<file path="src/include/sqs_pkg.sv">
/*
 * shared constants and types for the sequencer stack slots block.
 * assumes a 32-bit axi4-lite register bus and a conversion-done strobe
 * from converter logic on the same clock.
 */
package sqs_pkg;

    typedef struct packed {
        logic       dir;
        logic [5:0] reg_addr;
        logic       return_flag;
        logic [3:0] ch_b;
        logic [3:0] ch_a;
    } sqs_slot_t;

    typedef struct packed {
        logic [3:0] ch_b;
        logic [3:0] ch_a;
    } sqs_pair_t;

    localparam logic [5:0] SQS_SLOT_BASE_INDEX = 6'h20;
    localparam logic [7:0] SQS_SLOT4_INDEX = 8'h24;
    localparam logic [7:0] SQS_SLOT5_INDEX = 8'h25;
    localparam logic [7:0] SQS_CTRL_INDEX = 8'h30;
    localparam logic [7:0] SQS_STAT_INDEX = 8'h31;
    localparam logic [15:0] SQS_SLOT4_RESET = 16'h4844;
    localparam logic [15:0] SQS_SLOT5_RESET = 16'h4a55;
    localparam int SQS_WRAP_SLOT = 7;
    localparam int SQS_CTRL_ENABLE_BIT = 0;
    localparam logic [1:0] SQS_RESP_OKAY = 2'h0;
    localparam logic [1:0] SQS_RESP_SLVERR = 2'h2;

    // reset word of slot k: read direction, own address, k in both fields
    function automatic sqs_slot_t sqs_reset_word(input int k);
        sqs_slot_t w;
        w.dir = 1'b0;
        w.reg_addr = SQS_SLOT_BASE_INDEX + 6'(k);
        w.return_flag = (k == SQS_WRAP_SLOT);
        w.ch_b = 4'(k);
        w.ch_a = 4'(k);
        return w;
    endfunction

endpackage

</file>
<file path="src/core/sqs_slot.sv">
/*
 * one sequencer stack slot word.
 * assumes the caller has already merged byte strobes into wr_word.
 */
module sqs_slot import sqs_pkg::*; #(
    parameter int INDEX = 0
) (
    input wire logic aclk,
    input wire logic aresetn,
    input wire logic wr_en,
    input wire sqs_slot_t wr_word,
    output sqs_slot_t word
);
    localparam sqs_slot_t RESET_WORD = sqs_reset_word(INDEX);

    always_ff @(posedge aclk) begin
        if (!aresetn) begin
            word <= RESET_WORD;
        end else if (wr_en && wr_word.reg_addr == RESET_WORD.reg_addr) begin
            if (wr_word.dir) begin
                word <= wr_word;
            end else begin
                // read access only marks direction; fields keep their value
                word.dir <= 1'b0;
            end
        end
    end
endmodule

</file>
<file path="src/core/sqs_stack.sv">
/*
 * sequencer stack with axi4-lite register access.
 * assumes conversion_done is a one-cycle pulse from converter logic
 * clocked by aclk; no synchroniser is needed for it.
 */
// The AXI4-Lite slave port was left to the implementer.
module sqs_stack import sqs_pkg::*; #(
    parameter int NUM_SLOTS = 8,
    parameter int ADDR_WIDTH = 12
) (
    input wire logic aclk,
    input wire logic aresetn,
    input wire logic [ADDR_WIDTH-1:0] s_axi_awaddr,
    input wire logic s_axi_awvalid,
    output logic s_axi_awready,
    input wire logic [31:0] s_axi_wdata,
    input wire logic [3:0] s_axi_wstrb,
    input wire logic s_axi_wvalid,
    output logic s_axi_wready,
    output logic [1:0] s_axi_bresp,
    output logic s_axi_bvalid,
    input wire logic s_axi_bready,
    input wire logic [ADDR_WIDTH-1:0] s_axi_araddr,
    input wire logic s_axi_arvalid,
    output logic s_axi_arready,
    output logic [31:0] s_axi_rdata,
    output logic [1:0] s_axi_rresp,
    output logic s_axi_rvalid,
    input wire logic s_axi_rready,
    input wire logic conversion_done,
    output logic [3:0] adc_a_channel_select,
    output logic [3:0] adc_b_channel_select
);
    localparam int SW = $clog2(NUM_SLOTS);
    localparam logic [SW-1:0] LAST_SLOT = SW'(NUM_SLOTS - 1);

    // slots beyond sixteen would land on the control and status indices
    if (NUM_SLOTS < 8 || NUM_SLOTS > 16 || ADDR_WIDTH < 10) begin : gen_bad
        $error("sqs_stack: unsupported NUM_SLOTS or ADDR_WIDTH");
    end

    sqs_slot_t slot_q [NUM_SLOTS];
    logic [NUM_SLOTS-1:0] slot_wr;
    sqs_slot_t merged_word;
    sqs_slot_t target_word;
    sqs_slot_t cur_word;
    logic aw_held;
    logic w_held;
    logic [7:0] aw_idx;
    logic [31:0] w_data;
    logic [3:0] w_strb;
    logic do_write;
    logic wr_mapped;
    logic seq_enable;
    logic [SW-1:0] active_slot;
    logic [7:0] ar_idx;
    logic [31:0] next_rdata;
    logic rd_mapped;

    // write path: address and data are caught independently
    assign s_axi_awready = !aw_held;
    assign s_axi_wready = !w_held;
    assign do_write = aw_held && w_held && !s_axi_bvalid;

    always_ff @(posedge aclk) begin
        if (!aresetn) begin
            aw_held <= 1'b0;
            aw_idx <= 8'h00;
        end else if (s_axi_awvalid && s_axi_awready) begin
            aw_held <= 1'b1;
            aw_idx <= s_axi_awaddr[9:2];
        end else if (do_write) begin
            aw_held <= 1'b0;
        end
    end

    always_ff @(posedge aclk) begin
        if (!aresetn) begin
            w_held <= 1'b0;
            w_data <= 32'h0000_0000;
            w_strb <= 4'h0;
        end else if (s_axi_wvalid && s_axi_wready) begin
            w_held <= 1'b1;
            w_data <= s_axi_wdata;
            w_strb <= s_axi_wstrb;
        end else if (do_write) begin
            w_held <= 1'b0;
        end
    end

    always_comb begin
        target_word = '0;
        wr_mapped = (aw_idx == SQS_CTRL_INDEX) || (aw_idx == SQS_STAT_INDEX);
        for (int k = 0; k < NUM_SLOTS; k++) begin
            slot_wr[k] = do_write && aw_idx == {2'h0, SQS_SLOT_BASE_INDEX}
                + 8'(k);
            if (aw_idx == {2'h0, SQS_SLOT_BASE_INDEX} + 8'(k)) begin
                target_word = slot_q[k];
                wr_mapped = 1'b1;
            end
        end
        merged_word = target_word;
        if (w_strb[0]) begin
            merged_word[7:0] = w_data[7:0];
        end
        if (w_strb[1]) begin
            merged_word[15:8] = w_data[15:8];
        end
    end

    genvar g;
    generate
        for (g = 0; g < NUM_SLOTS; g++) begin : gen_slot
            sqs_slot #(.INDEX(g)) u_slot (
                .aclk(aclk),
                .aresetn(aresetn),
                .wr_en(slot_wr[g]),
                .wr_word(merged_word),
                .word(slot_q[g])
            );
        end
    endgenerate

    always_ff @(posedge aclk) begin
        if (!aresetn) begin
            seq_enable <= 1'b0;
        end else if (do_write && aw_idx == SQS_CTRL_INDEX && w_strb[0]) begin
            seq_enable <= w_data[SQS_CTRL_ENABLE_BIT];
        end
    end

    always_ff @(posedge aclk) begin
        if (!aresetn) begin
            s_axi_bvalid <= 1'b0;
            s_axi_bresp <= SQS_RESP_OKAY;
        end else if (do_write) begin
            s_axi_bvalid <= 1'b1;
            s_axi_bresp <= wr_mapped ? SQS_RESP_OKAY : SQS_RESP_SLVERR;
        end else if (s_axi_bready) begin
            s_axi_bvalid <= 1'b0;
        end
    end

    // read path: one cycle from address to data
    assign s_axi_arready = !s_axi_rvalid;
    assign ar_idx = s_axi_araddr[9:2];

    always_comb begin
        next_rdata = 32'h0000_0000;
        rd_mapped = 1'b1;
        if (ar_idx == SQS_CTRL_INDEX) begin
            next_rdata[SQS_CTRL_ENABLE_BIT] = seq_enable;
        end else if (ar_idx == SQS_STAT_INDEX) begin
            next_rdata[SW-1:0] = active_slot;
        end else begin
            rd_mapped = 1'b0;
            for (int k = 0; k < NUM_SLOTS; k++) begin
                if (ar_idx == {2'h0, SQS_SLOT_BASE_INDEX} + 8'(k)) begin
                    next_rdata[15:0] = slot_q[k];
                    rd_mapped = 1'b1;
                end
            end
        end
    end

    always_ff @(posedge aclk) begin
        if (!aresetn) begin
            s_axi_rvalid <= 1'b0;
            s_axi_rdata <= 32'h0000_0000;
            s_axi_rresp <= SQS_RESP_OKAY;
        end else if (s_axi_arvalid && s_axi_arready) begin
            s_axi_rvalid <= 1'b1;
            s_axi_rdata <= next_rdata;
            s_axi_rresp <= rd_mapped ? SQS_RESP_OKAY : SQS_RESP_SLVERR;
        end else if (s_axi_rready) begin
            s_axi_rvalid <= 1'b0;
        end
    end

    // sequencer: parked on the first slot while disabled
    assign cur_word = slot_q[active_slot];

    always_ff @(posedge aclk) begin
        if (!aresetn || !seq_enable) begin
            active_slot <= '0;
        end else if (conversion_done) begin
            if (cur_word.return_flag || active_slot == LAST_SLOT) begin
                active_slot <= '0;
            end else begin
                active_slot <= active_slot + 1'b1;
            end
        end
    end

    // registered so a channel never glitches mid-conversion
    always_ff @(posedge aclk) begin
        if (!aresetn) begin
            adc_a_channel_select <= 4'h0;
            adc_b_channel_select <= 4'h0;
        end else begin
            adc_a_channel_select <= cur_word.ch_a;
            adc_b_channel_select <= cur_word.ch_b;
        end
    end
endmodule

</file>
<file path="config.mk">
export PLATFORM = sky130hd
export DESIGN_NAME = sqs_stack
export DESIGN_NICKNAME = d
export VERILOG_FILES = /design/src/include/sqs_pkg.sv /design/src/core/sqs_slot.sv /design/src/core/sqs_stack.sv
export SDC_FILE = /design/constraint.sdc
export NUM_CORES = 1
export LEC_CHECK = 0
export BUFFER_PORTS_ARGS = -buffer_cell sky130_fd_sc_hd__buf_2
export CAP_MARGIN = 5
export CORE_MARGIN = 3
export CORE_UTILIZATION = 46
export DETAILED_ROUTE_END_ITERATION = 8
export PLACE_DENSITY = 0.78
export SYNTH_ARGS = -nofsm -noshare
export SYNTH_HDL_FRONTEND = slang
export SYNTH_HIERARCHICAL = 1
export SYNTH_SLANG_ARGS = --single-unit
</file>
<file path="constraint.sdc">
create_clock -name aclk -period 3.65 [get_ports aclk]
set_input_delay 0.5475 -clock aclk [delete_from_list [all_inputs] [get_ports aclk]]
set_output_delay 0.5475 -clock aclk [all_outputs]
set_load 0.005 [all_outputs]
</file>
==> flow_summary_export.csv <==
group,metric,value,unit
setup_path,cp-endpoint,"gen_slot[2].u_slot/word[12]$_SDFFE_PN0P_",
timing,finalHoldViolCount,0,
logic_synthesis,synth-main-ff-cell,"dfxtp_1",
timing,clock-skew-final,0.00877,ns
die,dieArea,24900,µm²
die,ios,117,
setup_path,r2r_cells,9,
logic_synthesis,yosys.area_share.simple,24.7,%
power_and_ir_drop,peakVddDrop,0.343,mV
placed_design,placed_area,11000,µm²
setup_path,max_stage_delay,0.62,ns
power_and_ir_drop,power_density,384,nW/µm²
die,start_util,47.6,%
routing,wl_per_cell,21.0,µm
global_routing,grt.total_usage,26.0,%
setup_path,crit_fanout,16,
cts,cts-root-buf,"clkbuf_16",
die,core-area,22200,µm²
logic_synthesis,synthesis.area,10600,µm²
timing,rsz0062_at_grt,"no",
cts,cts_buffers,17,
timing,maxSlewViolCount,0,
die,num_rows,54,
placed_design,place_hpwl,22200,µm
logic_synthesis,synthAdderAreaFrac,0.236,%
flow_run,max_cap_violations,0,
setup_path,cpMaxStageDelayCell,"and4b_1",
logic_synthesis,synthMuxAreaShare,17.2,%
routing,route.detailed.drc,0,
logic_synthesis,ys_warn_count,6,
cts,clkLatencyLatePin,0.44,ns
cts,clk_pin_slew_worst_paths,0.07,ns
die,die_h,158,µm
layout,final_nets,1331,
timing,max_slew_margin,16.8,%
global_routing,grt_pass1_wl,50000,µm
setup_path,critPathKind,"reg -> reg",
global_routing,grt_max_degree,76,
logic_synthesis,synth_commonest_cells,"188 x dfxtp_1, 178 x nand2_1, 129 x mux2i_1, 102 x nor2_1, 70 x nor2b_1",
layout,area_growth,10.2,%
logic_synthesis,async_flop_share,0,%
global_routing,antenna_found_initial,0,
routing,viasPerCell,6.24,
routing,vias,9697,
timing,min_period,3.37,ns
setup_path,end_kind,"flop",
logic_synthesis,avgSynthCellArea,8.66,µm²
cts,hold_buffers,0,
routing,dr.pass1.iters,8,
timing,setup_ws,0.276,ns
logic_synthesis,yosysTopAreaCellShare,35.6,%
setup_path,worstReg2RegStart,"aw_idx[7]$_SDFFE_PN0P_",
layout,layout-drive-gt1-share,15.8,%
timing,fmax,0.296,GHz
setup_path,start_kind,"flop",
routing,drt_iter0_drc,1204,
placed_design,gp_congestion,0.964,
logic_synthesis,synth.area.top_cells,"dfxtp_1 36%, mux2i_1 12%, nand2_1 6.3%",
global_routing,grt_pass1_vias,8953,
layout,fill_cells,2000,
logic_synthesis,syn_inst,1222,
placed_design,port-buffer-count,72,
timing,fin_tns_setup,0,ns
global_routing,grt_overflow,0,
logic_synthesis,synth-seq-cells,188,
cts,ctsHtreeMaxLevel,4,
routing,ant_nets,0,
layout,antennaDiodeCount,0,
placed_design,place_ws,0.375,ns
cts,cts_buffer_depth,2,
cts,cts_setup_buffers,0,
cts,cts_tree,"yes",
setup_path,worst_ep_required_time,3.98,ns
setup_path,cp_data_arrival_time,3.70,ns
routing,wirelength,32600,µm
logic_synthesis,synth-edff-count,0,
setup_path,critical_path.startpoint,"aw_idx[7]$_SDFFE_PN0P_",
run_status,status,"finished, final reports clean",
timing,tightest_slew,1.24,ns
die,fp.dieW,158,µm
timing,setup_viol,0,
timing,min_period_over_period,92.4,%
logic_synthesis,synth_xor_area_share,0,%
setup_path,worst-r2r-setup-slack,0.28,ns
logic_synthesis,synth.yosys.seq_area_share,35.6,%
logic_synthesis,yosys.area.top_type,"dfxtp_1",
power_and_ir_drop,p_leak,4.28,nW
setup_path,crit_chain,"nor4b_4, and2b_1, and4b_1, a2bb2oi_1, o31ai_1, buf_4, and4bb_2, nand4_4, and3_2",
cts,cts_sinks,188,
logic_synthesis,synth_top_family_by_area,"simple AND/OR/NAND/NOR gates",
logic_synthesis,synth_compound_area_share,15.7,%
logic_synthesis,synth_most_common_cell,"dfxtp_1",
hold_path,holdCritPathClass,"in -> reg",
layout,final_cell_area,11700,µm²
cts,ctsResizeCount,0,
setup_path,r2r-end,"gen_slot[2].u_slot/word[12]$_SDFFE_PN0P_",
logic_synthesis,ys_types,76,
-- registers in the layout (all words and copies together), names as in the netlist --
signal	cells
active_slot	3
s_axi_rvalid	1
gen_slot.u_slot/word	128
adc_b_channel_select	4
s_axi_bvalid	1
s_axi_bresp	1
adc_a_channel_select	4
w_held	1
s_axi_rresp	1
s_axi_rdata	16
aw_idx	8
w_strb	2
w_data	16
aw_held	1
seq_enable	1
-- cells by family after synthesis --
| family | Yosys count |
|---|---|
| buffers and inverters | 128 |
| adders and majority gates | 2 |
| AOI/OAI and AO/OA | 244 |
| muxes | 155 |
| and+or+nand+nor | 504 |
| other | 1 |
| DFF | 188 |
-- critical path, delay by kind of cell (launching register included) --
family,cells,cell delay [ns]
AO/OA/AOI/OAI,2,0.39
buffers and inverters,1,0.19
flip-flops,1,0.34
AND/OR/NAND/NOR,6,2.34
-- final cells by class --
class | count | area, µm² | share of cell area [%]
clock buffer | 23 | 478 | 4.10
multi-input combinational | 923 | 6190 | 53.1
clock inverter | 9 | 135 | 1.16
timing repair buffer | 113 | 674 | 5.78
inverter | 18 | 67.6 | 0.579
tap | 280 | 350 | 3.00
sequential | 188 | 3760 | 32.3
-- through the flow --
step	util, %	std cells	hold WS, ns	total power, mW
3_3_place_gp	49.7	1522	0.449	2.54
3_5_place_dp	49.7	1522	0.459	2.55
6_report	52.5	1554	0.325	4.47
2_1_floorplan	-	1239	0.432	2.43
5_1_grt	52.5	1554	0.342	4.61
4_1_cts	52.5	1554	0.313	4.48
-- cells in the final DEF, fill, tap and decap left out, types with 5 or more instances in the layout --
cell,n
mux4_2,10
a211oi_1,13
clkbuf_16,17
conb_1,18
nand4_1,13
o211ai_1,9
dfxtp_1,187
o221a_2,5
and3_2,8
mux4_1,8
inv_1,18
a221o_1,5
nand3b_1,19
a22oi_1,5
buf_2,71
a21boi_0,19
nand2b_1,7
o2bb2ai_1,5
a2bb2oi_1,11
a31oi_1,11
nor2b_1,70
buf_4,41
a21oi_1,61
and4_4,5
nor3_1,11
or3_1,7
o31ai_1,20
o311ai_0,8
nand3_1,30
mux2i_1,129
nand2_1,178
and3_1,22
o32ai_1,5
o21ai_0,43
mux2_2,8
nor2_1,102
-- how the worst min path moves through the flow --
stage | start | to | slack, ns | cells after the start
2_1_floorplan | gen_slot[7].u_slot/word[9]$_SDFFE_PN1P_ | gen_slot[7].u_slot/word[9]$_SDFFE_PN1P_ | 0.43 | 1
3_3_place_gp | gen_slot[7].u_slot/word[9]$_SDFFE_PN1P_ | gen_slot[7].u_slot/word[9]$_SDFFE_PN1P_ | 0.45 | 1
3_5_place_dp | w_data[13]$_SDFFE_PN0P_ | w_data[13]$_SDFFE_PN0P_ | 0.46 | 2
4_1_cts | s_axi_awvalid | aw_held$_SDFFE_PN0P_ | 0.31 | 3
5_1_grt | s_axi_awvalid | aw_held$_SDFFE_PN0P_ | 0.34 | 3
6_report | s_axi_awvalid | aw_held$_SDFFE_PN0P_ | 0.32 | 3
-- per-layer routing --
layer,part of all wire [%],track usage [%]
met5,0,0
met2,44,39.9
met1,39,33.3
met4,6.4,16.4
met3,11,5.30
-- report_power, final --
| part | switching [mW] | internal, mW |
|---|---|---|
| logic | 0.265 | 0.144 |
| registers | 0.0363 | 2.07 |
| clock network | 0.817 | 1.14 |
(Power assumes the default switching activity.)
